**config.mk**
```make
export PLATFORM = sky130hd
export DESIGN_NAME = tcc_capture
export DESIGN_NICKNAME = d
export VERILOG_FILES = /design/src/tcc_pkg.sv /design/src/tcc_capture.sv
export SDC_FILE = /design/constraint.sdc
export NUM_CORES = 1
export LEC_CHECK = 0
export BUFFER_PORTS_ARGS = -buffer_cell sky130_fd_sc_hd__buf_2
export CAP_MARGIN = 15
export CORE_ASPECT_RATIO = 1.25
export CORE_MARGIN = 5
export CORE_UTILIZATION = 56
export CTS_BUF_LIST = sky130_fd_sc_hd__clkbuf_8
export CTS_CLUSTER_DIAMETER = 40
export DETAILED_ROUTE_END_ITERATION = 16
export PLACE_DENSITY = 0.89
export SYNTH_ARGS = -nofsm -noshare
export SYNTH_HDL_FRONTEND = slang
export SYNTH_SLANG_ARGS = --single-unit
export TNS_END_PERCENT = 10
```
**constraint.sdc**
```tcl
create_clock -name pclk -period 5.16 [get_ports pclk]
set_input_delay 1.548 -clock pclk [delete_from_list [all_inputs] [get_ports pclk]]
set_output_delay 1.548 -clock pclk [all_outputs]
set_load 0.01 [all_outputs]
```
**src/tcc_pkg.sv**
```systemverilog
// package: register map, field layout, codes and timing for the capture block
`default_nettype none
package tcc_pkg;
  // ****************************************************************
  // clock and timing
  // ****************************************************************
  localparam int unsigned CLK_MHZ     = 100;        // pclk rate
  localparam int unsigned FILT_NS     = 40;         // least stable time
  // least time rounds up to whole cycles
  localparam int unsigned FILT_CYC    = (FILT_NS * CLK_MHZ + 999) / 1000;
  localparam logic [2:0]  FILT_CYC_M1 = 3'(FILT_CYC - 1);

  // ****************************************************************
  // register indices (byte address is four times the index)
  // ****************************************************************
  localparam logic [7:0] IDX_CTRL  = 8'h92;  // capture_enable_and_flags
  localparam logic [7:0] IDX_EDGE  = 8'h93;  // capture_edge_select
  localparam logic [7:0] IDX_FILT  = 8'h94;  // capture_filter_enable
  localparam logic [7:0] IDX_ISTAT = 8'ha0;  // interrupt status, write one
  localparam logic [7:0] IDX_IMASK = 8'ha1;  // interrupt mask

  // ****************************************************************
  // field positions and reset values
  // ****************************************************************
  localparam int unsigned EN_LSB   = 4;      // enables at 6:4
  localparam int unsigned FLAG_LSB = 0;      // flags at 2:0
  localparam int unsigned AUX_BIT  = 6;      // chan2_aux_bit
  localparam int unsigned FILT_LSB = 4;      // filter enables at 6:4
  localparam int unsigned EDGE_W   = 2;      // edge field width
  localparam logic [7:0]  RST_REG  = 8'h00;  // every register

  // ****************************************************************
  // types
  // ****************************************************************
  typedef enum logic [1:0] {
    EDGE_FALL = 2'h0,
    EDGE_RISE = 2'h1,
    EDGE_BOTH = 2'h2,
    EDGE_RSVD = 2'h3
  } tcc_edge_t;

  typedef enum logic {
    APB_IDLE = 1'h0,  // waiting for a setup cycle
    APB_ACK  = 1'h1   // access phase answered
  } tcc_apb_t;

  // byte address of a register index
  function automatic logic [11:0] tcc_addr(input logic [7:0] idx);
    return {2'h0, idx, 2'h0};
  endfunction : tcc_addr

  // does the level pair match the selected edge
  function automatic logic tcc_edge_hit(input logic [1:0] sel,
                                        input logic       prev,
                                        input logic       cur);
    case (sel)
      EDGE_FALL: return prev & ~cur;
      EDGE_RISE: return ~prev & cur;
      EDGE_BOTH: return prev ^ cur;
      default:   return 1'b0;
    endcase
  endfunction : tcc_edge_hit
endpackage : tcc_pkg
`default_nettype wire

```
**src/tcc_capture.sv**
```systemverilog
// module: three-channel input capture control with apb registers
// Operation
// - per-channel enable bits at six, five, four
// - selected edge on enabled channel sets flag
// - flag sticky; only software clears, writing zero
// - edge code: fall, rise, either, reserved
// - edge fields at 5:4, 3:2, 1:0
// - per-channel filter enable at bits six-four
// - all control registers reset to zero
`timescale 1ns/1ps
`default_nettype none
module tcc_capture (
  // clock and reset
  input  wire logic        pclk,
  input  wire logic        presetn,
  // apb slave
  input  wire logic [11:0] paddr,
  input  wire logic        psel,
  input  wire logic        penable,
  input  wire logic        pwrite,
  input  wire logic [31:0] pwdata,
  input  wire logic [3:0]  pstrb,
  output logic      [31:0] prdata,
  output logic             pready,
  output logic             pslverr,
  // capture pins and events
  input  wire logic [2:0]  cap_pin,
  output logic      [2:0]  cap_event,
  // interrupt
  output logic             irq
);
  import tcc_pkg::*;

  // ****************************************************************
  // registers
  // ****************************************************************
  logic [2:0]  en_q;       // chanN_capture_on
  logic [2:0]  flag_q;     // chanN_event_flag
  logic [2:0]  flag_d;
  logic [5:0]  sel_q;      // chanN_edge_sel, two bits each
  logic        aux_q;      // chan2_aux_bit, storage only
  logic [2:0]  filt_q;     // chanN_filter_on
  logic [2:0]  istat_q;    // sticky interrupt status
  logic [2:0]  istat_d;
  logic [2:0]  imask_q;    // interrupt mask
  tcc_apb_t    state_q;    // apb phase
  tcc_apb_t    state_d;
  logic [31:0] prdata_q;   // read data, loaded in setup
  logic        pready_q;
  logic        pslverr_q;
  logic [2:0]  evt_q;      // registered capture pulse
  logic        irq_q;

  // ****************************************************************
  // pin path: sync, filter, edge
  // ****************************************************************
  logic [2:0] s1_q;        // first sync stage, read by s2_q only
  logic [2:0] s2_q;        // second sync stage
  logic [2:0] lvl_q;       // filtered level
  logic [2:0] prev_q;      // level one cycle ago
  logic [2:0] cnt_q [3];   // filter counters
  logic [2:0] hit;         // selected edge seen
  logic [2:0] evt;         // edge on an enabled channel

  // two flops before any logic looks at the pins
  always_ff @(posedge pclk or negedge presetn) begin
    if (!presetn) begin
      s1_q <= 3'h0;
      s2_q <= 3'h0;
    end else begin
      s1_q <= cap_pin;
      s2_q <= s1_q;
    end
  end

  for (genvar i = 0; i < 3; i++) begin : g_chan
    // filter: a new level is taken only after it held FILT_CYC cycles,
    // so glitches shorter than that never reach edge detection
    always_ff @(posedge pclk or negedge presetn) begin
      if (!presetn) begin
        lvl_q[i] <= 1'b0;
        cnt_q[i] <= 3'h0;
      end else if (!filt_q[i]) begin
        lvl_q[i] <= s2_q[i];                 // unfiltered path
        cnt_q[i] <= 3'h0;
      end else if (s2_q[i] == lvl_q[i]) begin
        cnt_q[i] <= 3'h0;                    // glitch over, restart
      end else if (cnt_q[i] == FILT_CYC_M1) begin
        lvl_q[i] <= s2_q[i];                 // held long enough
        cnt_q[i] <= 3'h0;
      end else begin
        cnt_q[i] <= cnt_q[i] + 3'h1;
      end
    end

    // edge decode per selected code
    assign hit[i] = tcc_edge_hit(sel_q[EDGE_W*i +: EDGE_W],
                                 prev_q[i], lvl_q[i]);
    // prev tracks even while disabled, so enabling makes no false edge
    assign evt[i] = en_q[i] & hit[i];
  end

  // previous level for edge compare
  always_ff @(posedge pclk or negedge presetn) begin
    if (!presetn) prev_q <= 3'h0;
    else          prev_q <= lvl_q;
  end

  // ****************************************************************
  // apb decode
  // ****************************************************************
  wire setup   = psel & ~penable;
  wire access  = psel & penable & (state_q == APB_ACK);
  wire wr_lane = access & pwrite & pstrb[0];   // only low byte is mapped
  wire hit_ctl = (paddr == tcc_addr(IDX_CTRL));
  wire hit_edg = (paddr == tcc_addr(IDX_EDGE));
  wire hit_flt = (paddr == tcc_addr(IDX_FILT));
  wire hit_ist = (paddr == tcc_addr(IDX_ISTAT));
  wire hit_imk = (paddr == tcc_addr(IDX_IMASK));
  wire mapped  = hit_ctl | hit_edg | hit_flt | hit_ist | hit_imk;
  wire wr_ctl  = wr_lane & hit_ctl;
  wire wr_edg  = wr_lane & hit_edg;
  wire wr_flt  = wr_lane & hit_flt;
  wire wr_ist  = wr_lane & hit_ist;
  wire wr_imk  = wr_lane & hit_imk;

  // writing zero clears a flag, writing one leaves it alone
  wire [2:0] flag_clr = wr_ctl ? ~pwdata[FLAG_LSB +: 3] : 3'h0;
  wire [2:0] ist_clr  = wr_ist ? pwdata[2:0] : 3'h0;

  // read mux, reserved bits read zero
  wire [7:0] rd_ctl = {1'b0, en_q, 1'b0, flag_q};
  wire [7:0] rd_edg = {1'b0, aux_q, sel_q};
  wire [7:0] rd_flt = {1'b0, filt_q, 4'h0};
  wire [7:0] rd_byte = hit_ctl ? rd_ctl :
                       hit_edg ? rd_edg :
                       hit_flt ? rd_flt :
                       hit_ist ? {5'h0, istat_q} :
                       hit_imk ? {5'h0, imask_q} : 8'h00;

  // ****************************************************************
  // next state
  // ****************************************************************
  // a new event wins over a clear in the same cycle
  assign flag_d  = (flag_q & ~flag_clr) | evt;
  assign istat_d = (istat_q & ~ist_clr) | evt;
  assign state_d = (state_q == APB_IDLE && setup) ? APB_ACK : APB_IDLE;

  // ****************************************************************
  // control registers
  // ****************************************************************
  // all control state comes up zero: disabled, falling, unfiltered
  always_ff @(posedge pclk or negedge presetn) begin
    if (!presetn) begin
      en_q    <= RST_REG[EN_LSB +: 3];
      flag_q  <= RST_REG[FLAG_LSB +: 3];
      sel_q   <= RST_REG[5:0];
      aux_q   <= RST_REG[AUX_BIT];
      filt_q  <= RST_REG[FILT_LSB +: 3];
      istat_q <= 3'h0;
      imask_q <= 3'h0;
    end else begin
      flag_q  <= flag_d;
      istat_q <= istat_d;
      if (wr_ctl) en_q <= pwdata[EN_LSB +: 3];
      if (wr_edg) begin
        sel_q <= pwdata[5:0];
        aux_q <= pwdata[AUX_BIT];
      end
      if (wr_flt) filt_q  <= pwdata[FILT_LSB +: 3];
      if (wr_imk) imask_q <= pwdata[2:0];
    end
  end

  // ****************************************************************
  // bus answer and outputs, all from flops
  // ****************************************************************
  // no wait state even with a registered prdata: data loads in setup
  always_ff @(posedge pclk or negedge presetn) begin
    if (!presetn) begin
      state_q   <= APB_IDLE;
      pready_q  <= 1'b0;
      prdata_q  <= 32'h0;
      pslverr_q <= 1'b0;
    end else begin
      state_q  <= state_d;
      pready_q <= (state_d == APB_ACK);
      if (state_d == APB_ACK) begin
        prdata_q  <= pwrite ? 32'h0 : {24'h0, rd_byte};
        pslverr_q <= ~mapped;
      end else begin
        pslverr_q <= 1'b0;
      end
    end
  end

  // capture pulse in step with the status, level interrupt one cycle behind it
  always_ff @(posedge pclk or negedge presetn) begin
    if (!presetn) begin
      evt_q <= 3'h0;
      irq_q <= 1'b0;
    end else begin
      evt_q <= evt;
      irq_q <= |(istat_q & imask_q);
    end
  end

  assign prdata    = prdata_q;
  assign pready    = pready_q;
  assign pslverr   = pslverr_q;
  assign cap_event = evt_q;
  assign irq       = irq_q;

  // ****************************************************************
  // assertions
  // ****************************************************************
  a_flag_set: assert property (@(posedge pclk) disable iff (!presetn)
    evt[1] |=> flag_q[1] && cap_event[1])
    else $error("event did not set flag and pulse");

  a_flag_hold: assert property (@(posedge pclk) disable iff (!presetn)
    flag_q[0] && !(wr_ctl && !pwdata[0]) |=> flag_q[0])
    else $error("flag cleared without a zero write");

  a_off_quiet: assert property (@(posedge pclk) disable iff (!presetn)
    !en_q[2] |=> !cap_event[2] && (flag_q[2] || !$past(flag_q[2]) ||
      $past(wr_ctl)) && !(flag_q[2] && !$past(flag_q[2])))
    else $error("disabled channel raised activity");

  a_en_write: assert property (@(posedge pclk) disable iff (!presetn)
    wr_ctl |=> en_q == $past(pwdata[6:4]))
    else $error("enable bits not stored");

  a_rise_dec: assert property (@(posedge pclk) disable iff (!presetn)
    en_q[1] && sel_q[3:2] == EDGE_RISE && !prev_q[1] && lvl_q[1]
      |=> cap_event[1] ##1 (!cap_event[1] || $past(evt[1])))
    else $error("rising edge missed on channel 1");

  a_rsvd_none: assert property (@(posedge pclk) disable iff (!presetn)
    sel_q[1:0] == EDGE_RSVD |-> !evt[0])
    else $error("reserved code produced an event");

  a_edge_map: assert property (@(posedge pclk) disable iff (!presetn)
    wr_edg ##1 !wr_edg |-> rd_edg[3:2] == $past(pwdata[3:2], 1))
    else $error("edge field misplaced");

  a_filt_hold: assert property (@(posedge pclk) disable iff (!presetn)
    filt_q[1] && $past(filt_q[1]) && lvl_q[1] != $past(lvl_q[1])
      |-> $past(cnt_q[1]) == FILT_CYC_M1)
    else $error("filter passed a short pulse");

  a_reset_zero: assert property (@(posedge pclk)
    !presetn |-> rd_ctl == 8'h00 && rd_edg == 8'h00 && rd_flt == 8'h00)
    else $error("registers not zero in reset");

  a_irq_level: assert property (@(posedge pclk) disable iff (!presetn)
    (istat_q & imask_q) != 3'h0 |=> irq)
    else $error("interrupt not raised");

  a_irq_low: assert property (@(posedge pclk) disable iff (!presetn)
    (istat_q & imask_q) == 3'h0 |=> !irq)
    else $error("interrupt raised without cause");

  a_flag_w0clr: assert property (@(posedge pclk) disable iff (!presetn)
    wr_ctl && !pwdata[1] && !evt[1] |=> !flag_q[1])
    else $error("zero write did not clear flag");

  a_no_selfclr: assert property (@(posedge pclk) disable iff (!presetn)
    flag_q[2] && !wr_ctl |=> flag_q[2])
    else $error("flag dropped by hardware");

  a_fall_dec: assert property (@(posedge pclk) disable iff (!presetn)
    en_q[0] && sel_q[1:0] == EDGE_FALL && prev_q[0] && !lvl_q[0] |-> evt[0])
    else $error("falling edge missed on channel 0");

  a_both_dec: assert property (@(posedge pclk) disable iff (!presetn)
    en_q[2] && sel_q[5:4] == EDGE_BOTH && prev_q[2] != lvl_q[2] |-> evt[2])
    else $error("either-edge change missed on channel 2");

  a_off_ch0: assert property (@(posedge pclk) disable iff (!presetn)
    !en_q[0] |=> !cap_event[0] && (!flag_q[0] || $past(flag_q[0])))
    else $error("disabled channel 0 raised activity");

  a_filt_bypass: assert property (@(posedge pclk) disable iff (!presetn)
    !filt_q[1] |=> lvl_q[1] == $past(s2_q[1]))
    else $error("unfiltered level did not follow pin");

  a_filt_write: assert property (@(posedge pclk) disable iff (!presetn)
    wr_flt |=> filt_q == $past(pwdata[6:4]))
    else $error("filter enables not stored");

  a_edge_write: assert property (@(posedge pclk) disable iff (!presetn)
    wr_edg |=> sel_q[5:4] == $past(pwdata[5:4]) && sel_q[1:0] == $past(pwdata[1:0]))
    else $error("edge fields not stored");

  // the spare bit has no function; it only has to read back
  a_aux_keep: assert property (@(posedge pclk) disable iff (!presetn)
    wr_edg |=> aux_q == $past(pwdata[AUX_BIT]))
    else $error("spare edge bit not stored");

  a_ist_set: assert property (@(posedge pclk) disable iff (!presetn)
    evt[2] |=> istat_q[2] && flag_q[2])
    else $error("event did not set status");

  a_ist_w1c: assert property (@(posedge pclk) disable iff (!presetn)
    wr_ist && pwdata[0] && !evt[0] |=> !istat_q[0])
    else $error("status not cleared by one");

  a_ist_sticky: assert property (@(posedge pclk) disable iff (!presetn)
    istat_q[1] && !(wr_ist && pwdata[1]) |=> istat_q[1])
    else $error("status dropped without a write");

  // ****************************************************************
  // bus answer checks
  // ****************************************************************
  // pready is registered, so a stuck phase would show here first
  a_ready_one: assert property (@(posedge pclk) disable iff (!presetn)
    pready |=> !pready)
    else $error("ready stood longer than one cycle");

  a_err_ready: assert property (@(posedge pclk) disable iff (!presetn)
    pslverr |-> pready)
    else $error("error without ready");

  a_read_zero: assert property (@(posedge pclk) disable iff (!presetn)
    pready |-> prdata[31:8] == 24'h0)
    else $error("upper read data not zero");

  // ****************************************************************
  // cover points
  // ****************************************************************
  // main scenarios: edge codes, the filter, a clear race, the interrupt
  c_rise_ch1: cover property (@(posedge pclk) disable iff (!presetn)
    en_q[1] && sel_q[3:2] == EDGE_RISE ##1 cap_event[1]);
  c_both_ch2: cover property (@(posedge pclk) disable iff (!presetn)
    sel_q[5:4] == EDGE_BOTH && evt[2]);
  c_clr_race: cover property (@(posedge pclk) disable iff (!presetn)
    evt[0] && flag_clr[0]);
  c_irq_rise: cover property (@(posedge pclk) disable iff (!presetn)
    $rose(irq));
  c_filt_pass: cover property (@(posedge pclk) disable iff (!presetn)
    filt_q[1] && evt[1]);
endmodule : tcc_capture
`default_nettype wire

```
Yosys cells after proc, flatten, opt, wreduce, memory -nomap -nowiden. Index checks and enable logic that the tools add are counted. W data, S select, Z words.

Flip-flop bits (word level): 81. Input port bits: 56. Output and inout port bits: 38. Logic and storage cells: 129.

$add $sub $neg: 3. Eq/ne operators: 23. Multiplexer cells: 31. Bitwise logic cells: 43. Reduce and logical (&&, ||, !) cells: 8.

Operators by type and width (number): $eq A12 B10 Y1 const B (5); $mux W3 (13); $mux W7 (4); $and A1 B1 Y1 (19); $mux W1 (11); $add A3 B1 Y3 const B (3); $and A3 B3 Y3 (3); $eq A3 B2 Y1 const B (3); $not A1 Y1 (9); $not A3 Y3 (3); $pmux W1 S3 (3); $eq A2 B1 Y1 const B (3); $eq A2 B2 Y1 const B (3); $logic_not A2 Y1 (3); $ne A2 B1 Y1 const B (3); $ne A2 B2 Y1 const B (3); $or A3 B3 Y3 (2); $reduce_and A2 Y1 (3); $or A1 B1 Y1 (4); $eq A1 B1 Y1 (3); $reduce_or A3 Y1 (1); $xor A1 B1 Y1 (3); $logic_and A1 B1 Y1 (1).

Depth between registers and ports, before layout. Gate-level depths: netlist of the first run.

Word-level depth: 9. Mapped depth: 6. Gate-level depth less buffers: 6.

Worst setup path before layout of the first run. Ideal clock, no wire load.

Path type: input-to-reg. Start: in paddr[5]. End: reg imask_q[0]. Data arrival time: 2.865 ns. Setup slack: 2.170 ns. Cell stages on the path: 4. Path through: nor4b_4 -> nand2_2 -> or4_4 -> mux2_4.

Word-level cells in the longest chain between the ends: 2.

Ends and longest elaborated chain: from (decl) (RTL line tcc_capture.sv:17) `input wire logic [11:0] paddr,`; $eq A12 B10 Y1 (RTL line tcc_capture.sv:119) `wire hit_imk = (paddr == tcc_addr(IDX_IMASK));`; $and A1 B1 Y1 (RTL line tcc_capture.sv:125) `wire wr_imk = wr_lane & hit_imk;`; to (signal assigned) (RTL line tcc_capture.sv:171) `if (wr_imk) imask_q <= pwdata[2:0];`; to (decl) (RTL line tcc_capture.sv:45) `logic [2:0] imask_q;`.

No other way between the ends. A chain may end at the register's enable or synchronous reset.

Worst setup path after layout of the first run.
Start: in paddr[2]. End: reg en_q[0].

Word-level cells in the longest chain between the ends: 2.

Ends and longest elaborated chain: $eq A12 B10 Y1 (RTL line tcc_capture.sv:115) `wire hit_ctl = (paddr == tcc_addr(IDX_CTRL));`; $and A1 B1 Y1 (RTL line tcc_capture.sv:121) `wire wr_ctl = wr_lane & hit_ctl;`; to (signal assigned) (RTL line tcc_capture.sv:155) `en_q <= RST_REG[EN_LSB +: 3];`; to (signal assigned) (RTL line tcc_capture.sv:165) `if (wr_ctl) en_q <= pwdata[EN_LSB +: 3];`; to (decl) (RTL line tcc_capture.sv:37) `logic [2:0] en_q;`.

No other way between the ends.

==> results of run 1 <==
## power breakdown
group	switching, mW	total, mW	internal (mW)
sequential	0.00355	0.448	0.444
combinational	0.0378	0.0556	0.0178
clock	0.135	0.243	0.107
## sequential cells by signal, indices dropped and copies added, names as in the netlist
signal / cells
cap_event: 3
imask_q: 3
irq: 1
istat_q: 3
prdata: 7
en_q: 3
filt_q: 3
flag_q: 3
lvl_q: 3
cnt_q: 9
s1_q: 3
pslverr: 1
sel_q: 6
aux_q: 1
prev_q: 3
s2_q: 3
pready: 1
## cells by family after synthesis
logic type,synth area share [%]
other cells,0.137
buf+inv,10.3
fa+ha+maj,4.12
xor+xnor,0.961
mux,9.11
simple gates,14.2
compound gates,9.98
flops,51.3
## worst paths after layout
check,start,endpoint,slack [ns],cells past startpoint
worst max-delay path,paddr[2],en_q[0],2.05,5
max in group asynchronous,presetn,pslverr,3.35,2
min in group asynchronous,presetn,s1_q[2],1.35,2
worst max register to register,pready,prdata[0],3.19,4
worst min-delay path,s1_q[0],s2_q[0],0.36,0
worst min register to register,s1_q[0],s2_q[0],0.36,0
## per-layer routing
| metal | up-vias | global-route usage (%) | part of all wire (%) |
|---|---|---|---|
| li1 | 877 | - | - |
| met1 | 902 | 21.3 | 40 |
| met2 | 61 | 30.7 | 52 |
| met3 | 8 | 4.36 | 5.9 |
| met4 | 0 | 7.38 | 1.9 |
| met5 | - | 0 | 0 |
## cell usage after synthesis (all sizes together)
cell type  instances
a21o               2
a221oi             1
a222oi             3
a2bb2oi            3
and2               1
and3               5
and3b              1
and4b              1
buf               28
conb               1
dfrtp             56
ha                 9
inv               19
mux2              17
mux2i              2
nand2             23
nand2b             1
nand3              1
nand4              1
nor2               9
nor2b              3
nor3               9
nor3b              4
nor4b              2
nor4bb             2
o211ai             3
o21a               1
o21ai              7
o31ai             10
o41ai              6
or2                2
or3                1
or3b               1
or4                1
xor2               3
## area by class of cell
cell class	count	area [um2]	area share, %
clock inverters	2	11.3	0.376
multi-input cells	160	1140	38.2
flip-flops and latches	56	1400	46.8
inverters	19	71.3	2.38
clock buffers	6	82.6	2.76
repair buffers	41	208	6.94
well taps	60	75.1	2.51
## stage by stage
stage	total power, mW	setup slack [ns]	hold WS [ns]
2_1_floorplan	0.496	2.17	0.331
3_3_place_gp	0.510	1.75	0.333
3_5_place_dp	0.512	1.77	0.337
4_1_cts	0.754	2.11	0.366
5_1_grt	0.778	1.88	0.376
6_report	0.746	2.05	0.360
==> impl_metrics.py, run 1 <==
metrics = {
    "routing": {
        "vias": 1848,
        "routedWlPerCell_um": 15.1,
        "routed_via_density": 5.37,
        "first_pass_iters": 4,
        "drc": 0,
        "routed_wl_mm": 5.20,
        "drtAntennaViolNets": 0,
        "drt_iter0_drc": 148,
    },
    "run_status": {
        "outcome": "finished, final reports clean",
    },
    "layout": {
        "fill_cells": 388,
        "mostFrequentLayoutCells": "56 x dfrtp_1, 40 x buf_2, 25 x conb_1",
        "finalNonFillerCells": 344,
        "layout_commonest_cell": "dfrtp_1",
        "final_core_util_pct": 63.3,
        "nets": 348,
        "final_layout_size_suffix_gt1_share_pct": 24.3,
        "num_antenna_cells": 0,
        "syn_to_final_growth_pct": 9.43,
        "finalInstanceArea_um2": 2990,
    },
    "place": {
        "placed_cell_area_um2": 2900,
        "port_buffers": 40,
        "gp_congestion": 0.908,
        "dp.final_hpwl_mm": 3.89,
        "placedCellCount": 336,
    },
    "pwr": {
        "p_per_area_nw_per_um2": 249,
        "p_leak_nw": 1.56,
        "peakVddDrop_mv": 0.175,
    },
    "sta": {
        "tightest_slew_ns": 0.686,
        "finalCritPeriodShare_pct": 60.2,
        "slew_headroom_pct": 54.3,
        "drv_slew": 0,
        "max_freq_ghz": 0.322,
        "tns_ns": 0,
        "finalSetupViolations": 0,
        "min_period_ns": 3.11,
        "hold_viol": 0,
        "rsz0062_at_grt": "false",
        "skew_ns": 0.00480,
    },
    "global_route": {
        "grt_max_degree": 57,
        "overflow": 0,
        "grt_pass1_wl_mm": 8.67,
        "grt.total_usage_pct": 17.8,
        "grt_pass1_vias": 1824,
        "antenna_found_initial": 0,
    },
    "floorplanning": {
        "dieArea_um2": 6390,
        "core-area_um2": 4730,
        "die_w_um": 72.5,
        "placementRows": 28,
        "die_h_um": 88.1,
        "pin_count": 94,
        "initial_core_util_pct": 57.8,
    },
    "critical_path": {
        "critPathSlowestCell": "nor3_1",
        "crit_arrival_ns": 3.31,
        "crit_path_start_kind": "input port",
        "max_stage_delay_ns": 0.47,
        "critPathMaxFanout": 7,
        "path_delay_family": "simple AND/OR/NAND/NOR gates",
        "path_cells": "buf_2 > nor3_1 > nand2_1 > nor3_1 > mux2_2",
        "end_kind": "register",
        "cp_common_cell": "nor3_1",
        "crit_required_ns": 5.36,
        "critPathBufInv": 1,
        "critPathKind": "in2reg",
    },
    "hold_path": {
        "hp-class": "reg2reg",
    },
    "synth": {
        "avgSynthCellArea_um2": 11.4,
        "yosys.cell_types.count": 40,
        "ys.warnings.count": 0,
        "ys_seq_elements": 56,
        "synth_area_um2": 2730,
        "synth.top_cell.area_share_pct": 51.3,
        "synth_top_cell_by_area": "dfrtp_1",
        "synth-seq-area-share_pct": 51.3,
        "synthCells": 239,
        "synthTopCellsByArea": "dfrtp_1 51%, buf_4 6.9%, mux2_4 5.5%, ha_1 4.1%, nand2_1 3.0%",
    },
    "clock_tree": {
        "cts_root_buf": "clkbuf_8",
        "ctsResizeCount": 0,
        "cts_made_buffers": 5,
        "clk_latency_ns": 0.31,
        "cts-htree-levels": 2,
        "clock-sinks": 56,
        "cts_tree": "yes",
        "clk_pin_slew_ns": 0.09,
        "clockBufferDepth": 2,
        "ctsHoldBuffers": 0,
        "cts_setup_buffers": 0,
    },
    "job": {
        "maxCapViolations": 0,
    },
}
No activity file was read; power rests on OpenSTA's default activity.
==> run 2: changes to the inputs <==
Settings changed: ABC_AREA set to 1, CORE_UTILIZATION 56 to 52, PLACE_DENSITY 0.89 to 0.83.
Clock period 5.16 ns to 3 ns, I/O delays scaled along.
==> run 2 against run 1 <==
  * Via count grew 17%
  * Sequential share of layout area shrank 1.5 points
  * Power grew 72%
  * Final area grew 3.3%
  * Sequential cell count is the same
  * Largest cell class unchanged
  * Hold slack gained 0.00090 ns
==> impl_metrics.py, run 2 <==
metrics = {
    "run_status": {
        "outcome": "finished, final reports clean",
    },
    "floorplanning": {
        "dieArea_um2": 7010,
        "initial_core_util_pct": 52.5,
        "pin_count": 94,
        "placementRows": 30,
        "core-area_um2": 5370,
        "die_w_um": 75.9,
        "die_h_um": 92.3,
    },
    "layout": {
        "largest_reg_flops": 9,
        "final_layout_size_suffix_gt1_share_pct": 14.9,
        "num_antenna_cells": 0,
        "top_register": "cnt_q",
        "fill_cells": 484,
        "mostFrequentLayoutCells": "77 x nand2_1, 56 x dfrtp_1, 47 x inv_1",
        "syn_to_final_growth_pct": 9.54,
        "layout_commonest_cell": "nand2_1",
        "final_core_util_pct": 57.6,
        "nets": 446,
    },
    "clock_tree": {
        "cts_tree": "yes",
        "cts_setup_buffers": 0,
        "clk_latency_ns": 0.31,
        "clock-sinks": 56,
        "clockBufferDepth": 2,
        "ctsResizeCount": 0,
        "cts_root_buf": "clkbuf_8",
        "clk_pin_slew_ns": 0.09,
        "cts_made_buffers": 5,
        "ctsHoldBuffers": 0,
        "cts-htree-levels": 2,
    },
    "global_route": {
        "grt_max_degree": 27,
        "grt_pass1_vias": 2121,
        "grt_pass1_wl_mm": 9.18,
        "antenna_found_initial": 0,
        "overflow": 0,
        "grt.total_usage_pct": 17.3,
    },
    "routing": {
        "routedWlPerCell_um": 12.4,
        "drc": 0,
        "vias": 2161,
        "drtAntennaViolNets": 0,
        "routed_via_density": 4.85,
        "routed_wl_mm": 5.53,
        "drt_iter0_drc": 146,
        "first_pass_iters": 4,
    },
    "pwr": {
        "p_per_area_nw_per_um2": 415,
        "p_leak_nw": 1.69,
        "p_seq_share_pct": 60.1,
        "p_sw_mw": 0.305,
        "power_mw": 1.28,
        "p_int_mw": 0.977,
        "peakVddDrop_mv": 0.303,
        "p_sw_share_pct": 23.8,
        "clkPwrFrac_pct": 31.9,
        "p_comb_share_pct": 8.0,
    },
    "sta": {
        "slew_headroom_pct": 62.6,
        "hold_viol": 0,
        "finalSetupViolations": 0,
        "drv_slew": 0,
        "rsz0062_at_grt": "false",
        "skew_ns": 0.00532,
        "finalCritPeriodShare_pct": 64.2,
        "tightest_slew_ns": 0.560,
        "min_period_ns": 1.93,
        "tns_ns": 0,
        "hold_ws_ns": 0.361,
        "max_freq_ghz": 0.519,
    },
    "synth": {
        "synthCells": 335,
        "synth_most_common_cell": "nand2_1",
        "synthTopCellsByArea": "dfrtp_1 50%, nand2_1 10%, buf_4 6.9%, inv_1 6.0%, nor2_1 4.8%",
        "ys.flop_type": "dfrtp_1",
        "synthArstFlopShare_pct": 100,
        "synth.top_cell.area_share_pct": 49.7,
        "ys_seq_elements": 56,
        "synthTopCellsByCount": "77 x nand2_1, 56 x dfrtp_1, 45 x inv_1",
        "synth_edf_count": 0,
        "avgSynthCellArea_um2": 8.42,
        "synth-seq-area-share_pct": 49.7,
        "yosys.cell_types.count": 27,
        "synth_area_um2": 2820,
        "synth_top_cell_by_area": "dfrtp_1",
        "ys.warnings.count": 0,
    },
    "critical_path": {
        "crit_required_ns": 3.20,
        "critPathKind": "in2reg",
        "path_cells": "buf_2 > inv_1 > nand2_1 > nor2_4 > nand2_2 > nor2_4 > nand2_4 > o21ai_1 > nand2_1",
        "max_stage_delay_ns": 0.37,
        "end_kind": "register",
        "crit_path_start_kind": "input port",
        "critPathSlowestCell": "nor2_4",
        "critPathMaxFanout": 18,
        "critPathBufInv": 2,
        "crit_arrival_ns": 2.13,
        "path_delay_family": "simple AND/OR/NAND/NOR gates",
    },
    "job": {
        "maxCapViolations": 0,
    },
    "place": {
        "dp.final_hpwl_mm": 4.33,
        "gp_congestion": 0.821,
        "port_buffers": 40,
    },
    "hold_path": {
        "hp-class": "reg2reg",
    },
}
[run 2: power by group through the flow]
stage | sequential, mW | clock [mW] | combinational, mW
2_1_floorplan | 0.785 | 0 | 0.0779
3_3_place_gp | 0.784 | 0 | 0.0982
3_5_place_dp | 0.785 | 0 | 0.102
4_1_cts | 0.770 | 0.418 | 0.103
5_1_grt | 0.772 | 0.454 | 0.118
6_report | 0.770 | 0.409 | 0.103
[run 2: through the flow]
| stage | std cells | instance area (um2) | worst slack, ns |
|---|---|---|---|
| floorplan | 359 | 2910 | 1.15 |
| global placement | 438 | 3000 | 0.792 |
| detailed placement | 438 | 3000 | 0.751 |
| CTS | 446 | 3090 | 1.08 |
| global route | 446 | 3090 | 0.950 |
| finish | 446 | 3090 | 1.07 |
[run 2: logic make-up (layout without fill, tap and decap cells)]
family          count (synthesis)  after routing  share of synthesized area (%)
xor+xnor                        3              3                          0.932
other cells                     1             25                          0.133
simple gates                  159            159                           25.6
flops                          56             56                           49.7
buf+inv                        74             97                           13.6
compound gates                 33             33                           6.03
fa+ha+maj                       9              9                           3.99
[run 2: worst paths after layout]
check,startpoint,to,slack [ns],cells past startpoint
setup / recovery,paddr[8],flag_q[1],1.07,9
setup reg to reg,pready,filt_q[1],1.55,4
hold / removal,s1_q[0],s2_q[0],0.36,0
hold reg to reg,s1_q[0],s2_q[0],0.36,0
max in group asynchronous,presetn,s1_q[0],1.79,2
min in group asynchronous,presetn,en_q[2],0.57,1
[run 2: cell type report]
type	count	area, um2	share of cell area, %
clock buffers	6	82.6	2.67
inverters	47	176	5.71
well taps	64	80.1	2.59
multi-input cells	229	1130	36.5
repair buffers	42	215	6.97
clock inverters	2	7.51	0.243
flip-flops and latches	56	1400	45.4
[run 2: worst reg2reg max path, cell delays in order, from the launching register on]
cell and delay (ns):
dfrtp_1 0.35, inv_1 0.07, nor3_4 0.36, nand4_1 0.33
o21ai_0 0.25
[run 2: metal layers]
metal  vias up  global-route usage, %  part of all wire (%)
met5         -                      0                     0
met4         0                   11.1                   5.1
met3        21                   2.93                   5.9
met2        71                   27.0                    49
met1       975                   21.5                    40
li1       1094                      -                     -
==> run 3: changes to the inputs <==
Clock period 3 ns to 1.8 ns, I/O delays scaled along.
==> run 3 against run 2 <==
  * Combinational power up 78%
  * Highest routed layer unchanged
  * Clock-buffer cell count stayed put
  * Global-route usage fell by 0.25 points
  * Wire length increased by 1.2%
  * Final area up 1.8%
  * Worst setup slack worse by 0.74 ns
  * Largest power group unchanged
==> impl_metrics.py, run 3 (synthesized netlist as in run 2, its figures left out) <==
metrics = {
    "layout": {
        "top_register": "cnt_q",
        "finalInstanceArea_um2": 3140,
        "finalNonFillerCells": 450,
        "syn_to_final_growth_pct": 11.5,
        "layout_commonest_cell": "nand2_1",
        "num_antenna_cells": 0,
        "final_layout_size_suffix_gt1_share_pct": 15.8,
        "nets": 450,
        "fill_cells": 479,
        "mostFrequentLayoutCells": "77 x nand2_1, 56 x dfrtp_1, 47 x inv_1",
        "largest_reg_flops": 9,
        "final_core_util_pct": 58.6,
    },
    "critical_path": {
        "max_stage_delay_ns": 0.25,
        "crit_path_start_kind": "input port",
        "critPathKind": "in2reg",
        "r2r-start": "lvl_q[2]",
        "critPathSlowestCell": "nor2_4",
        "crit_cells": 9,
        "startpoint": "paddr[8]",
        "path_cells": "buf_2 > inv_1 > nand2_1 > nor2_4 > nand2_2 > nor2_4 > nand2_4 > o21ai_1 > nand2_1",
        "end_kind": "register",
        "r2r_setup_slack_ns": 0.42,
        "crit_arrival_ns": 1.66,
        "cp-endpoint": "flag_q[2]",
        "critPathBufInv": 2,
        "path_delay_family": "simple AND/OR/NAND/NOR gates",
        "r2r_cells": 5,
        "critPathMaxFanout": 9,
        "r2r_end": "istat_q[2]",
        "crit_required_ns": 1.99,
    },
    "floorplanning": {
        "placementRows": 30,
        "pin_count": 94,
        "initial_core_util_pct": 52.5,
        "die_h_um": 92.3,
        "core-area_um2": 5370,
        "die_w_um": 75.9,
        "dieArea_um2": 7010,
    },
    "routing": {
        "drt_iter0_drc": 128,
        "routed_wl_mm": 5.59,
        "drtAntennaViolNets": 0,
        "top_layer": "met4",
        "wl_met2_mm": 2.93,
        "wl_met1_mm": 2.13,
        "routedWlPerCell_um": 12.4,
        "vias": 2237,
        "drc": 0,
        "met3_wirelength_um": 340,
        "first_pass_iters": 4,
        "routed_via_density": 4.97,
    },
    "sta": {
        "drv_slew": 0,
        "hold_ws_ns": 0.184,
        "min_period_ns": 1.46,
        "finalCritPeriodShare_pct": 81.3,
        "finalSetupViolations": 0,
        "tns_ns": 0,
        "rsz0062_at_grt": "false",
        "fin_ws_ns": 0.336,
        "hold_viol": 0,
        "skew_ns": 0.00499,
        "max_freq_ghz": 0.683,
    },
    "clock_tree": {
        "clk_pin_slew_ns": 0.09,
        "clockBufferDepth": 2,
        "ctsResizeCount": 0,
        "clock-sinks": 56,
        "cts_tree": "yes",
        "cts_made_buffers": 5,
        "cts_setup_buffers": 0,
        "cts_root_buf": "clkbuf_8",
        "ctsHoldBuffers": 0,
        "clk_latency_ns": 0.30,
        "cts-htree-levels": 2,
    },
    "global_route": {
        "grt.total_usage_pct": 17.0,
        "overflow": 0,
        "grt_pass1_vias": 2151,
        "antenna_found_initial": 0,
        "grt_pass1_wl_mm": 9.30,
        "grt_max_degree": 21,
    },
    "place": {
        "gp_congestion": 0.840,
        "placedCellCount": 442,
        "port_buffers": 40,
        "place_ws_ns": 0.0187,
        "dp.final_hpwl_mm": 4.47,
        "placed_cell_area_um2": 3050,
    },
    "pwr": {
        "power_mw": 2.14,
        "peakVddDrop_mv": 0.474,
        "p_per_area_nw_per_um2": 681,
        "p_leak_nw": 1.71,
    },
    "hold_path": {
        "hp-class": "in2async",
    },
    "job": {
        "maxCapViolations": 0,
    },
    "run_status": {
        "outcome": "finished, final reports clean",
    },
}
-- run 3: area by class of cell --
class | count | area, um2 | area share, %
Multi-Input combinational cell | 229 | 1130 | 35.8
Inverter | 47 | 176 | 5.61
Clock buffer | 6 | 82.6 | 2.63
Sequential cell | 56 | 1400 | 44.6
Timing Repair Buffer | 46 | 270 | 8.60
Tap cell | 64 | 80.1 | 2.55
Clock inverter | 2 | 7.51 | 0.239
-- run 3: how the worst min path moves through the flow --
stage | slack, ns | from | endpoint | cells past startpoint
2_1_floorplan | 0.24 | presetn | aux_q | 0
3_3_place_gp | 0.33 | s1_q[0] | s2_q[0] | 0
3_5_place_dp | 0.34 | s1_q[2] | s2_q[2] | 0
4_1_cts | 0.19 | presetn | cap_event[2] | 1
5_1_grt | 0.21 | presetn | prdata[4] | 1
6_report | 0.18 | presetn | prdata[6] | 1
-- run 3: power by group --
group / total [mW] / switching, mW / internal (mW)
registers: 1.28 / 0.0101 / 1.27
clock network: 0.675 / 0.372 / 0.303
logic: 0.183 / 0.122 / 0.0605
-- run 3: worst register-to-register path, delay by kind of cell, from the launching register on --
family | cells | cell delay [ns]
DFF | 1 | 0.42
AOI/OAI and AO/OA | 1 | 0.17
buffers and inverters | 1 | 0.08
and+or+nand+nor | 2 | 0.35
adders and majority gates | 1 | 0.30
-- run 3: routing by layer --
metal  vias up  global-route usage [%]
met4         0                    7.58
li1       1103                       -
met5         -                       0
met3        18                    3.26
met1      1037                    20.1
met2        79                    29.1
